<file path="config.mk">
export PLATFORM = sky130hd
export DESIGN_NAME = pmc_top
export DESIGN_NICKNAME = d
export VERILOG_FILES = /design/src/pmc_pkg.sv /design/src/pmc_top.sv
export SDC_FILE = /design/constraint.sdc
export NUM_CORES = 1
export LEC_CHECK = 0
export BUFFER_PORTS_ARGS = -buffer_cell sky130_fd_sc_hd__buf_4
export CAP_MARGIN = 20
export CELL_PAD_IN_SITES_DETAIL_PLACEMENT = 1
export CELL_PAD_IN_SITES_GLOBAL_PLACEMENT = 1
export CORE_MARGIN = 2
export CORE_UTILIZATION = 48
export DETAILED_ROUTE_END_ITERATION = 12
export GPL_TIMING_DRIVEN = 0
export PLACE_DENSITY_LB_ADDON = 0.12
export SETUP_SLACK_MARGIN = 0.5
export SYNTH_ARGS = -nofsm -noshare
export SYNTH_HDL_FRONTEND = slang
export SYNTH_SLANG_ARGS = --single-unit
</file>
<file path="constraint.sdc">
create_clock -name i_sys_clk -period 8.68 [get_ports i_sys_clk]
set_input_delay 1.302 -clock i_sys_clk [delete_from_list [all_inputs] [get_ports i_sys_clk]]
set_output_delay 1.302 -clock i_sys_clk [all_outputs]
set_load 0.02 [all_outputs]
</file>
<file path="src/pmc_pkg.sv">
// Purpose: Shared constants and types for the power mode and clock switch controller.
// Assumes: 100 MHz system clock; oscillators arrive as pins and are sampled, not used as clocks.
// Notes: Notes on behaviour follow.
package pmc_pkg;
    localparam logic [7:0] OSC_CTRL_ADDR = 8'h00;
    localparam logic [7:0] T1_CTRL_ADDR = 8'h04;
    localparam logic [7:0] PM_STATUS_ADDR = 8'h08;

    localparam int IDLE_EN_BIT = 7;
    localparam int PRI_FLAG_BIT = 3;
    localparam int SEC_FLAG_BIT = 6;
    localparam int T1_OSC_EN_BIT = 3;

    localparam logic [10:0] STARTUP_COUNT = 11'h400;
    localparam logic [1:0] SW_OLD_CYCLES = 2'h2;
    localparam logic [1:0] SW_NEW_CYCLES = 2'h3;

    localparam int CLK_PERIOD_NS = 10;
    localparam int PLL_LOCK_TIME_MS = 2;
    localparam int PLL_LOCK_CYCLES = PLL_LOCK_TIME_MS * 1000000 / CLK_PERIOD_NS;
    localparam int POWER_UP_TIME_US = 1000;
    localparam int POWER_UP_CYCLES = POWER_UP_TIME_US * 1000 / CLK_PERIOD_NS;
    localparam int READY_DELAY_NS = 200;
    localparam int READY_DELAY_CYCLES = (READY_DELAY_NS + CLK_PERIOD_NS - 1) / CLK_PERIOD_NS;
    localparam int DLY_W = 24;

    // Source indices used for the edge vector and the active source.
    localparam logic [1:0] SRC_PRI = 2'h0;
    localparam logic [1:0] SRC_T1 = 2'h1;
    localparam logic [1:0] SRC_INT = 2'h2;

    // Primary oscillator configuration codes.
    localparam logic [3:0] CFG_LOW_SPEED_CRYSTAL = 4'h0;
    localparam logic [3:0] CFG_HIGH_SPEED_CRYSTAL = 4'h1;
    localparam logic [3:0] CFG_PLL_CRYSTAL = 4'h2;
    localparam logic [3:0] CFG_EXT_CLOCK_IO = 4'h3;
    localparam logic [3:0] CFG_EXT_CLOCK_CLKOUT = 4'h4;
    localparam logic [3:0] CFG_INTERNAL_IO = 4'h5;
    localparam logic [3:0] CFG_INTERNAL_CLKOUT = 4'h6;

    typedef enum logic [1:0] {
        ST_RUN = 2'b00,
        ST_WARM = 2'b01,
        ST_GATE_OLD = 2'b10,
        ST_SYNC_NEW = 2'b11
    } pmc_sw_state_e;

    typedef enum logic [1:0] {
        PM_RUN = 2'b00,
        PM_IDLE = 2'b01,
        PM_SLEEP = 2'b10
    } pmc_pm_mode_e;
endpackage : pmc_pkg

</file>
<file path="src/pmc_top.sv">
// Purpose: Power-managed mode control, clock source switching and power-up delay sequencing.
// Assumes: APB slave with one wait state; sleep and wake pulses come from the core clock domain.
// Notes: Device clocks are one-cycle enable pulses on the active source's sampled rising edge.
//
// The APB register port and the register offsets were decided locally.
module pmc_top
    import pmc_pkg::*;
#(
    parameter int PLL_LOCK_CYCLES_P = PLL_LOCK_CYCLES,
    parameter int POWER_UP_CYCLES_P = POWER_UP_CYCLES
) (
    input wire logic i_sys_clk,
    input wire logic i_arst_n,
    input wire logic i_psel,
    input wire logic i_penable,
    input wire logic i_pwrite,
    input wire logic [7:0] i_paddr,
    input wire logic [31:0] i_pwdata,
    output logic [31:0] o_prdata,
    output logic o_pready,
    output logic o_pslverr,
    input wire logic i_osc_pin_in,
    input wire logic i_t1_osc_in,
    input wire logic i_internal_lf_osc_in,
    input wire logic [3:0] i_primary_osc_config,
    input wire logic i_power_up_timer_enable_n,
    input wire logic i_two_speed_enable,
    input wire logic i_wdt_enable,
    input wire logic i_fscm_enable,
    input wire logic i_sleep_exec,
    input wire logic i_wake,
    input wire logic i_port_bit6_out,
    input wire logic i_port_bit6_oe_n,
    output logic o_device_reset,
    output logic o_cpu_ready,
    output logic o_cpu_clk_en,
    output logic o_periph_clk_en,
    output logic o_pri_osc_en,
    output logic o_t1_osc_en,
    output logic o_internal_lf_osc_en,
    output logic o_osc_pin_out,
    output logic o_osc_pin_out_oe_n
);
    function automatic logic [1:0] src_of(input logic [1:0] sel);
        if (sel[1]) begin
            return SRC_INT;
        end else if (sel[0]) begin
            return SRC_T1;
        end else begin
            return SRC_PRI;
        end
    endfunction : src_of

    function automatic logic is_crystal(input logic [3:0] cfg);
        return (cfg == CFG_LOW_SPEED_CRYSTAL) || (cfg == CFG_HIGH_SPEED_CRYSTAL)
            || (cfg == CFG_PLL_CRYSTAL);
    endfunction : is_crystal

    function automatic logic is_clkout(input logic [3:0] cfg);
        return (cfg == CFG_EXT_CLOCK_CLKOUT) || (cfg == CFG_INTERNAL_CLKOUT);
    endfunction : is_clkout

    logic [1:0] rst_sync;
    logic rst_n;
    logic [2:0] osc_raw;
    logic [2:0] osc_s1;
    logic [2:0] osc_s2;
    logic [2:0] osc_s3;
    logic [2:0] osc_edge;
    logic [7:0] cfg_s1;
    logic [7:0] cfg_s2;
    logic [3:0] osc_cfg;
    logic power_up_en_n;
    logic two_speed;
    logic wdt_en;
    logic fscm_en;
    logic [2:0] src_edge;
    logic idle_enable;
    logic [1:0] clock_select;
    logic timer1_osc_enable;
    logic [1:0] cur_src;
    logic [1:0] new_src;
    logic [1:0] tgt_src;
    pmc_sw_state_e sw_state;
    pmc_pm_mode_e pm_mode;
    logic [1:0] sw_cnt;
    logic [10:0] startup_cnt;
    logic [DLY_W-1:0] pll_cnt;
    logic [DLY_W-1:0] power_up_cnt;
    logic [DLY_W-1:0] ready_cnt;
    logic pri_on;
    logic startup_done;
    logic pll_done;
    logic pri_ready;
    logic power_up_done;
    logic ready_done;
    logic dev_rst;
    logic dev_tick;
    logic primary_running_flag;
    logic secondary_running_flag;
    logic [1:0] div4;
    logic apb_access;
    logic apb_done;
    logic [31:0] next_prdata;
    logic next_slverr;

    always_ff @(posedge i_sys_clk or negedge i_arst_n) begin
        if (!i_arst_n) begin
            rst_sync <= 2'h0;
        end else begin
            rst_sync <= {rst_sync[0], 1'b1};
        end
    end
    assign rst_n = rst_sync[1];

    assign osc_raw = {i_internal_lf_osc_in, i_t1_osc_in, i_osc_pin_in};

    // Each oscillator pin passes two flip-flops; a third stage gives the edge.
    genvar gi;
    generate
        for (gi = 0; gi < 3; gi++) begin : g_osc_sync
            always_ff @(posedge i_sys_clk or negedge rst_n) begin
                if (!rst_n) begin
                    osc_s1[gi] <= 1'b0;
                    osc_s2[gi] <= 1'b0;
                    osc_s3[gi] <= 1'b0;
                end else begin
                    osc_s1[gi] <= osc_raw[gi];
                    osc_s2[gi] <= osc_s1[gi];
                    osc_s3[gi] <= osc_s2[gi];
                end
            end
            assign osc_edge[gi] = osc_s2[gi] & ~osc_s3[gi];
        end
    endgenerate

    always_ff @(posedge i_sys_clk or negedge rst_n) begin
        if (!rst_n) begin
            cfg_s1 <= 8'h00;
            cfg_s2 <= 8'h00;
        end else begin
            cfg_s1 <= {i_primary_osc_config, i_power_up_timer_enable_n, i_two_speed_enable,
                       i_wdt_enable, i_fscm_enable};
            cfg_s2 <= cfg_s1;
        end
    end
    assign osc_cfg = cfg_s2[7:4];
    assign power_up_en_n = cfg_s2[3];
    assign two_speed = cfg_s2[2];
    assign wdt_en = cfg_s2[1];
    assign fscm_en = cfg_s2[0];

    // In internal primary modes the primary clock is the low-frequency oscillator.
    assign src_edge[SRC_PRI] = ((osc_cfg == CFG_INTERNAL_IO) || (osc_cfg == CFG_INTERNAL_CLKOUT))
        ? osc_edge[SRC_INT] : osc_edge[SRC_PRI];
    assign src_edge[SRC_T1] = osc_edge[SRC_T1];
    assign src_edge[SRC_INT] = osc_edge[SRC_INT];

    assign tgt_src = src_of(clock_select);
    assign pri_on = (pm_mode != PM_SLEEP)
        && ((cur_src == SRC_PRI) || ((sw_state != ST_RUN) && (new_src == SRC_PRI)));

    always_ff @(posedge i_sys_clk or negedge rst_n) begin
        if (!rst_n) begin
            startup_cnt <= 11'h000;
        end else if (!pri_on || !is_crystal(osc_cfg)) begin
            startup_cnt <= 11'h000;
        end else if (src_edge[SRC_PRI] && (startup_cnt != STARTUP_COUNT)) begin
            startup_cnt <= startup_cnt + 11'h001;
        end
    end
    assign startup_done = !is_crystal(osc_cfg) || (startup_cnt == STARTUP_COUNT);

    always_ff @(posedge i_sys_clk or negedge rst_n) begin
        if (!rst_n) begin
            pll_cnt <= '0;
        end else if (!pri_on || !startup_done || (osc_cfg != CFG_PLL_CRYSTAL)) begin
            pll_cnt <= '0;
        end else if (pll_cnt != DLY_W'(PLL_LOCK_CYCLES_P)) begin
            pll_cnt <= pll_cnt + 1'b1;
        end
    end
    assign pll_done = (osc_cfg != CFG_PLL_CRYSTAL) || (pll_cnt == DLY_W'(PLL_LOCK_CYCLES_P));
    assign pri_ready = pri_on && startup_done && pll_done;

    always_ff @(posedge i_sys_clk or negedge rst_n) begin
        if (!rst_n) begin
            power_up_cnt <= '0;
        end else if (!power_up_en_n && (power_up_cnt != DLY_W'(POWER_UP_CYCLES_P))) begin
            power_up_cnt <= power_up_cnt + 1'b1;
        end
    end
    assign power_up_done = power_up_en_n || (power_up_cnt == DLY_W'(POWER_UP_CYCLES_P));

    // The ready delay restarts on every wake from idle or sleep and runs alongside the reset delays.
    always_ff @(posedge i_sys_clk or negedge rst_n) begin
        if (!rst_n) begin
            ready_cnt <= '0;
        end else if (i_wake && (pm_mode != PM_RUN)) begin
            ready_cnt <= '0;
        end else if (ready_cnt != DLY_W'(READY_DELAY_CYCLES)) begin
            ready_cnt <= ready_cnt + 1'b1;
        end
    end
    assign ready_done = (ready_cnt == DLY_W'(READY_DELAY_CYCLES));

    always_ff @(posedge i_sys_clk or negedge rst_n) begin
        if (!rst_n) begin
            dev_rst <= 1'b1;
        end else if (dev_rst && power_up_done && (two_speed || pri_ready)) begin
            dev_rst <= 1'b0;
        end
    end

    always_ff @(posedge i_sys_clk or negedge rst_n) begin
        if (!rst_n) begin
            idle_enable <= 1'b0;
            clock_select <= 2'h0;
            timer1_osc_enable <= 1'b0;
        end else if (apb_done && i_pwrite && (i_paddr == OSC_CTRL_ADDR)) begin
            idle_enable <= i_pwdata[IDLE_EN_BIT];
            clock_select <= i_pwdata[1:0];
        end else if (apb_done && i_pwrite && (i_paddr == T1_CTRL_ADDR)) begin
            timer1_osc_enable <= i_pwdata[T1_OSC_EN_BIT];
        end
    end

    always_ff @(posedge i_sys_clk or negedge rst_n) begin
        if (!rst_n) begin
            pm_mode <= PM_RUN;
        end else if ((pm_mode == PM_RUN) && i_sleep_exec && o_cpu_ready && (sw_state == ST_RUN)) begin
            pm_mode <= idle_enable ? PM_IDLE : PM_SLEEP;
        end else if ((pm_mode != PM_RUN) && i_wake) begin
            pm_mode <= PM_RUN;
        end
    end

    // Clock switch sequencer; the old source runs while a cold primary warms up.
    always_ff @(posedge i_sys_clk or negedge rst_n) begin
        if (!rst_n) begin
            sw_state <= ST_RUN;
            cur_src <= SRC_PRI;
            new_src <= SRC_PRI;
            sw_cnt <= 2'h0;
        end else if (dev_rst) begin
            cur_src <= two_speed ? SRC_INT : SRC_PRI;
            sw_state <= ST_RUN;
        end else begin
            case (sw_state)
                ST_RUN: begin
                    if ((pm_mode != PM_SLEEP) && (tgt_src != cur_src)
                            && !((tgt_src == SRC_T1) && !timer1_osc_enable)) begin
                        new_src <= tgt_src;
                        sw_cnt <= 2'h0;
                        sw_state <= ((tgt_src == SRC_PRI) && !pri_ready) ? ST_WARM : ST_GATE_OLD;
                    end
                end
                ST_WARM: begin
                    if (pri_ready) begin
                        sw_state <= ST_GATE_OLD;
                    end
                end
                ST_GATE_OLD: begin
                    if (src_edge[cur_src]) begin
                        if (sw_cnt == SW_OLD_CYCLES - 2'h1) begin
                            sw_cnt <= 2'h0;
                            sw_state <= ST_SYNC_NEW;
                        end else begin
                            sw_cnt <= sw_cnt + 2'h1;
                        end
                    end
                end
                ST_SYNC_NEW: begin
                    // A Timer1 source that has not started gives no edges, so clocks stay held.
                    if (src_edge[new_src]) begin
                        if (sw_cnt == SW_NEW_CYCLES - 2'h1) begin
                            cur_src <= new_src;
                            sw_state <= ST_RUN;
                        end else begin
                            sw_cnt <= sw_cnt + 2'h1;
                        end
                    end
                end
                default: begin
                    sw_state <= ST_RUN;
                end
            endcase
        end
    end

    // Ticks come only from the active source and never during the pause.
    assign dev_tick = src_edge[cur_src] && !dev_rst && (pm_mode != PM_SLEEP)
        && ((sw_state == ST_RUN) || (sw_state == ST_WARM))
        && ((cur_src != SRC_PRI) || pri_ready);

    assign primary_running_flag = (cur_src == SRC_PRI) && pri_ready && (pm_mode != PM_SLEEP);
    assign secondary_running_flag = (cur_src == SRC_T1) && (pm_mode != PM_SLEEP);

    always_ff @(posedge i_sys_clk or negedge rst_n) begin
        if (!rst_n) begin
            o_cpu_clk_en <= 1'b0;
            o_periph_clk_en <= 1'b0;
            o_device_reset <= 1'b1;
            o_cpu_ready <= 1'b0;
        end else begin
            o_cpu_clk_en <= dev_tick && (pm_mode == PM_RUN) && ready_done;
            o_periph_clk_en <= dev_tick;
            o_device_reset <= dev_rst;
            o_cpu_ready <= !dev_rst && ready_done;
        end
    end

    always_ff @(posedge i_sys_clk or negedge rst_n) begin
        if (!rst_n) begin
            o_pri_osc_en <= 1'b0;
            o_t1_osc_en <= 1'b0;
            o_internal_lf_osc_en <= 1'b0;
        end else begin
            o_pri_osc_en <= pri_on;
            o_t1_osc_en <= timer1_osc_enable;
            o_internal_lf_osc_en <= wdt_en || fscm_en || two_speed
                || ((pm_mode != PM_SLEEP) && ((cur_src == SRC_INT) || (new_src == SRC_INT)
                || (osc_cfg == CFG_INTERNAL_IO) || (osc_cfg == CFG_INTERNAL_CLKOUT)));
        end
    end

    always_ff @(posedge i_sys_clk or negedge rst_n) begin
        if (!rst_n) begin
            div4 <= 2'h0;
        end else if (dev_tick) begin
            div4 <= div4 + 2'h1;
        end
    end

    always_ff @(posedge i_sys_clk or negedge rst_n) begin
        if (!rst_n) begin
            o_osc_pin_out <= 1'b0;
            o_osc_pin_out_oe_n <= 1'b1;
        end else if (is_clkout(osc_cfg)) begin
            o_osc_pin_out <= (pm_mode == PM_SLEEP) ? 1'b0 : div4[1];
            o_osc_pin_out_oe_n <= 1'b0;
        end else if (!is_crystal(osc_cfg)) begin
            o_osc_pin_out <= i_port_bit6_out;
            o_osc_pin_out_oe_n <= i_port_bit6_oe_n;
        end else begin
            o_osc_pin_out <= 1'b0;
            o_osc_pin_out_oe_n <= 1'b1;
        end
    end

    // APB slave: one wait state so that read data leaves a flip-flop.
    assign apb_access = i_psel && i_penable;
    assign apb_done = apb_access && o_pready;

    always_comb begin
        next_prdata = 32'h0000_0000;
        next_slverr = 1'b0;
        case (i_paddr)
            OSC_CTRL_ADDR: begin
                next_prdata[IDLE_EN_BIT] = idle_enable;
                next_prdata[PRI_FLAG_BIT] = primary_running_flag;
                next_prdata[1:0] = clock_select;
            end
            T1_CTRL_ADDR: begin
                next_prdata[SEC_FLAG_BIT] = secondary_running_flag;
                next_prdata[T1_OSC_EN_BIT] = timer1_osc_enable;
            end
            PM_STATUS_ADDR: begin
                next_prdata[9:0] = {dev_rst, o_cpu_ready, pm_mode, sw_state, new_src, cur_src};
            end
            default: begin
                next_slverr = 1'b1;
            end
        endcase
    end

    always_ff @(posedge i_sys_clk or negedge rst_n) begin
        if (!rst_n) begin
            o_pready <= 1'b0;
            o_prdata <= 32'h0000_0000;
            o_pslverr <= 1'b0;
        end else if (apb_access && !o_pready) begin
            o_pready <= 1'b1;
            o_prdata <= i_pwrite ? 32'h0000_0000 : next_prdata;
            o_pslverr <= next_slverr;
        end else begin
            o_pready <= 1'b0;
            o_pslverr <= 1'b0;
        end
    end
endmodule : pmc_top

</file>
## Yosys cells after proc, flatten, opt, wreduce, memory -nomap -nowiden

Cells that the tools add are included.
Widths: inputs -> output; s select.

- Bits in registers: 170
- Bits of input ports: 60

- Add/sub/neg operators: 6
- Magnitude comparators: 2
- Eq/ne operators: 38
- Mux-type cells: 52
- Bitwise operators: 8
- Reduce and logical (&&, ||, !) cells: 86

Operator list:

| kind | count |
|---|---|
| $mux 24 | 4 |
| $add 24x1->24 const B | 3 |
| $mux 2 | 24 |
| $logic_and 1x1->1 | 33 |
| $eq 24x17->1 const B | 1 |
| $eq 24x18->1 const B | 1 |
| $eq 24x5->1 const B | 1 |
| $ne 24x17->1 const B | 1 |
| $ne 24x18->1 const B | 1 |
| $ne 24x5->1 const B | 1 |
| $mux 11 | 2 |
| $logic_or 1x1->1 | 20 |
| $reduce_bool 2->1 | 10 |
| $ne 3x3->1 const B | 5 |
| $mux 1 | 13 |
| $eq 2x2->1 const B | 6 |
| $eq 4x3->1 const B | 3 |
| $reduce_and 6->1 | 2 |
| $add 11x1->11 const B | 1 |
| $eq 11x11->1 const B | 1 |
| $ne 11x11->1 const B | 1 |
| $logic_not 2->1 | 5 |
| $mux 10 | 1 |
| $logic_not 1->1 | 9 |
| 26 further kinds | 43 |

## Depth between registers and ports, before layout

- Depth after elaboration: 13
- Mapped depth: 8

## Least setup slack after synthesis

No wires, ideal clock.

- Kind: input to register
- Start point: input i_paddr[5]
- End point: register clock_select[0]
- Library setup time: 0.128 ns
- Arrival time: 2.642 ns
- Data required time: 8.552 ns
- Setup slack: 5.910 ns
- Cell stages on the path: 5
- Cells stage by stage: nor4_1 -> nand2_1 -> or3_1 -> or2_1 -> mux2_1

- Word-level cells in the longest chain between the ends: 2

Ends and longest elaborated chain:

| item | line | source |
|---|---|---|
| from (decl) | pmc_top.sv:17 | `input wire logic [7:0] i_paddr,` |
| $logic_not 8->1 | pmc_top.sv:220 | `end else if (apb_done && i_pwrite && (i_paddr == OSC_CTRL_ADDR)) begin` |
| $logic_and 1x1->1 | pmc_top.sv:220 |  |
| to (signal assigned) | pmc_top.sv:222 | `clock_select <= i_pwdata[1:0];` |
| to (decl) | pmc_top.sv:79 | `logic [1:0] clock_select;` |

Every way passes these cells.
A chain may end at the register's enable or synchronous reset.

## Worst setup path in the final report

- Start point: input i_paddr[5]
- End point: register o_prdata[7]

- Word-level cells in the longest chain between the ends: 3
- Elaborated cells on any way between the ends: 4
- Classes of those cells: eq/ne (1); mux (2); reduce/logical (1)

Ends and longest elaborated chain:

| item | line | source |
|---|---|---|
| $eq 8x4->1 / $logic_not 8->1 (equally long branches) | pmc_top.sv:358 | `case (i_paddr)` |
| $pmux 1 s2 * | pmc_top.sv:358 |  |
| $mux 10 * | pmc_top.sv:384 | `o_prdata <= i_pwrite ? 32'h0000_0000 : next_prdata;` |
| to (signal assigned) | pmc_top.sv:384 |  |
| to (decl) | pmc_top.sv:19 | `output logic [31:0] o_prdata,` |

Every way passes the cells marked *; elsewhere a longest branch is shown, timed or not.

==> results.rst <==
.. list-table::
   :header-rows: 1

   * - Metric
     - Value
   * - Result of the run
     - completed
   * - Met1 capacity usage during global routing
     - 28.7%
   * - Clock Latency Late Sink
     - 0.43 ns
   * - Pre-CTS setup slack
     - 5.49 ns
   * - Largest net degree at the start of global routing
     - 52
   * - Post-detailed-placement half-perimeter wirelength
     - 11800 µm
   * - Placed cells
     - 931
   * - Type of origin of the critical path
     - input pin
   * - Crit Path Class
     - in -> reg
   * - Startpoint of the worst-slack reg-to-reg timing path
     - sw_state[1]
   * - Cell row count
     - 44
   * - Accumulated negative setup slack
     - 0 ns
   * - Required time of the critical path
     - 9.04 ns
   * - Final hold violation count
     - 0
   * - Bufs on Longest Clock Path
     - 2
   * - Fraction of registers with async set or reset after synthesis
     - 100%
   * - Primary flip-flop cell chosen by synthesis mapping
     - dfrtp_1
   * - Peak supply drop
     - 147 µV
   * - Largest clock skew in the final design
     - 0.0138 ns
   * - Root Driver
     - clkbuf_16
   * - Warning count from the yosys run
     - 0
   * - Data arrival time of the critical path
     - 3.21 ns
   * - Part of the Yosys area used for sequential elements
     - 52.8%
   * - Area of combinational cells with multiple inputs
     - 3070 µm²
   * - Unrepaired setup endpoints after global routing
     - false
   * - First-pass GRT wire length
     - 29000 µm
   * - Hold Path Origin
     - cfg_s1[0]
   * - Count of instances resized after the clock tree is built
     - 0
   * - Setup slack of the worst register-to-register path
     - 6.16 ns
   * - Vias after detailed routing
     - 5217
   * - Largest driver fanout on the critical path
     - 9
   * - Number of max-slew violations in the final report
     - 0
   * - Synth area leaders
     - dfrtp_1 52%, xor2_1 5.2%, nor2_1 4.5%
   * - Area added between synthesis and finish
     - 18.9%
   * - Global placer's final weighted congestion
     - 0.807
   * - Type of the most critical hold path
     - reg -> reg
   * - Sequential cell area in the final layout
     - 3710 µm²
   * - Number of cells traversed by the worst hold path
     - 0
   * - Share of the cycle needed by the critical path after routing
     - 32.8%
   * - CORE AREA
     - 14400 µm²
   * - Post-route antenna net violation count
     - 0
   * - Number of vias per cell
     - 5.42
   * - Share of post-route cells with drive strength above 1
     - 16.8%
   * - Clock-pin slew reported for the worst setup and hold paths after clock tree synthesis
     - 0.06 ns
   * - Total power of the final layout
     - 1.82 mW
   * - Static leakage
     - 3.77 nW
   * - Antenna fix cells
     - 0
   * - Total power density per cell area
     - 219 nW/µm²
   * - Register bit total from synthesis
     - 148
   * - Detailed-router iteration count before antenna repair
     - 4
   * - Crit path capture type
     - flip-flop
   * - Final worst path period need
     - 2.85 ns
   * - Netlist Area Pre-Place
     - 7020 µm²
   * - Clock sink total
     - 148
   * - EDFF count, synth
     - 0
   * - Die W
     - 125 µm
   * - GRT Total Usage
     - 22.9%
   * - Detailed-route DRC error count
     - 0
   * - Post-CTS Setup Repair Bufs
     - 0
   * - Top cell type's share of synthesized area
     - 51.7%
   * - Number of design-rule violations left by the first detailed-router iteration
     - 265
   * - Final Non-Filler Cells
     - 963
   * - Global routing usage on met3
     - 4.25%
   * - Utilization after layout
     - 57.8%
   * - Initial antenna violation count
     - 0
   * - Layout net count
     - 842
   * - Starting Density
     - 48.6%
   * - Vias in the first global route
     - 5720
   * - Avg Cell Area, Syn
     - 10.4 µm²
   * - Hold buffer count at cts
     - 0
   * - Gate count after technology mapping
     - 672
   * - Post-synth top area cell
     - dfrtp_1
   * - Endpoint of the most critical register-to-register path
     - o_prdata[3]
   * - TritonCTS buffer count
     - 17
   * - Wire length per cell
     - 17.5 µm
   * - Floorplan die area
     - 15600 µm²
   * - Met2 track utilization from global routing
     - 40.3%
   * - Highest Clock Rate
     - 351 MHz
   * - Capture endpoint of the worst hold path
     - cfg_s2[0]
   * - Total gr overflow
     - 0
   * - Least-Margin Pin Slew
     - 1.01 ns
   * - Port buffer count
     - 52
   * - Max-cap violations
     - 0
   * - Floorplan die height
     - 125 µm
   * - Number of distinct library cells after synthesis
     - 66
   * - Min setup slack post-route
     - 5.83 ns
   * - Filler cell count
     - 1573
   * - Logic depth of the worst register-to-register path
     - 8
   * - Total detailed-routing wirelength
     - 16900 µm
   * - Most used routing layer
     - met2
   * - IO Count
     - 103
   * - Max-slew headroom
     - 32.4%
   * - # setup viols final
     - 0
   * - H-tree levels
     - 4
   * - CTS tree
     - done
## cell type report
cell class | instances | share of cell area [%]
inverter | 29 | 1.30
buffer | 32 | 2.47
tap | 184 | 2.76
timing repair buffer | 54 | 5.34
clock buffer | 18 | 5.26
multi-input combinational | 484 | 36.8
clock inverter | 14 | 1.54
sequential | 148 | 44.5
## critical path: stages
cell and delay [ns]:
buf_4 0.11, nor4_1 0.42, nand2_1 0.18, nor4b_2 0.86, a22oi_1 0.23, nand2_1 0.12
## through the flow
step	area (µm²)	hold WS, ns
finish	8340	0.353
global placement	7710	0.335
CTS	8340	0.354
detailed placement	7770	0.336
global route	8340	0.367
floorplan	7090	0.331
## state kept, by name, indices dropped and copies added (netlist names), 3 cells and up
signal,cells
cfg_s1,8
cfg_s2,8
o_prdata,10
osc_s1,3
osc_s2,3
osc_s3,3
pll_cnt,24
power_up_cnt,24
ready_cnt,24
startup_cnt,11
## routing by layer
metal | routed length, µm | vias up
met1 | 7300 | 2661
li1 | - | 2465
met2 | 8910 | 70
met4 | 258 | 0
met5 | 0 | -
met3 | 432 | 21
## report_power, final
part	internal [mW]	total (mW)	switching, mW	leakage (nW)
logic	0.132	0.292	0.160	1.57
clock network	0.404	0.707	0.304	0.261
registers	0.752	0.823	0.0716	1.93
total	1.29	1.82	0.536	3.77
## cells by family (layout without fill, tap and decap cells)
family / Yosys count / count (layout) / share of synthesized area [%]
AND/OR/NAND/NOR: 283 / 283 / 20.9
XOR/XNOR: 77 / 77 / 9.61
flip-flops: 148 / 148 / 52.8
buffers and inverters: 61 / 147 / 4.49
other: 2 / 23 / 0.107
adder cells (fa/ha/maj): 16 / 16 / 2.85
multiplexers: 11 / 11 / 1.80
AO/OA/AOI/OAI: 74 / 74 / 7.37
## how the worst max path moves through the flow
stage | startpoint | end | cells past startpoint
final | i_paddr[5] | o_prdata[7] | 6
after global routing | i_paddr[5] | o_prdata[7] | 6
after CTS | i_paddr[5] | o_prdata[0] | 6
after detailed placement | i_paddr[5] | o_prdata[7] | 6
after global placement | rst_sync[1] | ready_cnt[7] | 0
after floorplan | rst_sync[1] | cfg_s1[0] | 0
## synth_stat cells, drive strengths merged, types with 3 or more instances
| cell | count |
|---|---|
| nor3 | 9 |
| dfrtp | 145 |
| nor4 | 12 |
| o211ai | 6 |
| nor2b | 12 |
| a22o | 5 |
| mux2i | 4 |
| a21oi | 19 |
| nand4 | 22 |
| o21a | 3 |
| nor4b | 8 |
| mux2 | 7 |
| and4 | 6 |
| buf | 24 |
| dfstp | 3 |
| nand3 | 31 |
| or4 | 5 |
| and3 | 11 |
| nor2 | 84 |
| nand2 | 55 |
| a22oi | 3 |
| or2 | 5 |
| o21ai | 17 |
| xor2 | 42 |
| xnor2 | 35 |
| nand2b | 5 |
| or3 | 5 |
| clkbuf | 8 |
| inv | 29 |
| ha | 16 |
## cells in the final DEF (no fill, tap or decap), types with 6 or more instances in the layout
master	netlist	layout
nor2b_1	12	12
nor4b_1	7	7
clkbuf_1	8	8
nand2_1	55	55
and3_1	11	11
dfrtp_1	145	144
o211ai_1	6	6
nor2_1	84	84
nand3_1	31	31
clkinvlp_4	0	6
xor2_1	42	42
o21ai_0	12	12
a21oi_1	18	18
buf_4	23	75
nor4_1	10	10
nor3_1	9	9
conb_1	2	23
and4_1	6	6
xnor2_1	35	35
nand4_1	22	22
ha_1	16	16
clkbuf_16	0	17
inv_1	29	29
No activity file was read; power rests on OpenSTA's default activity.
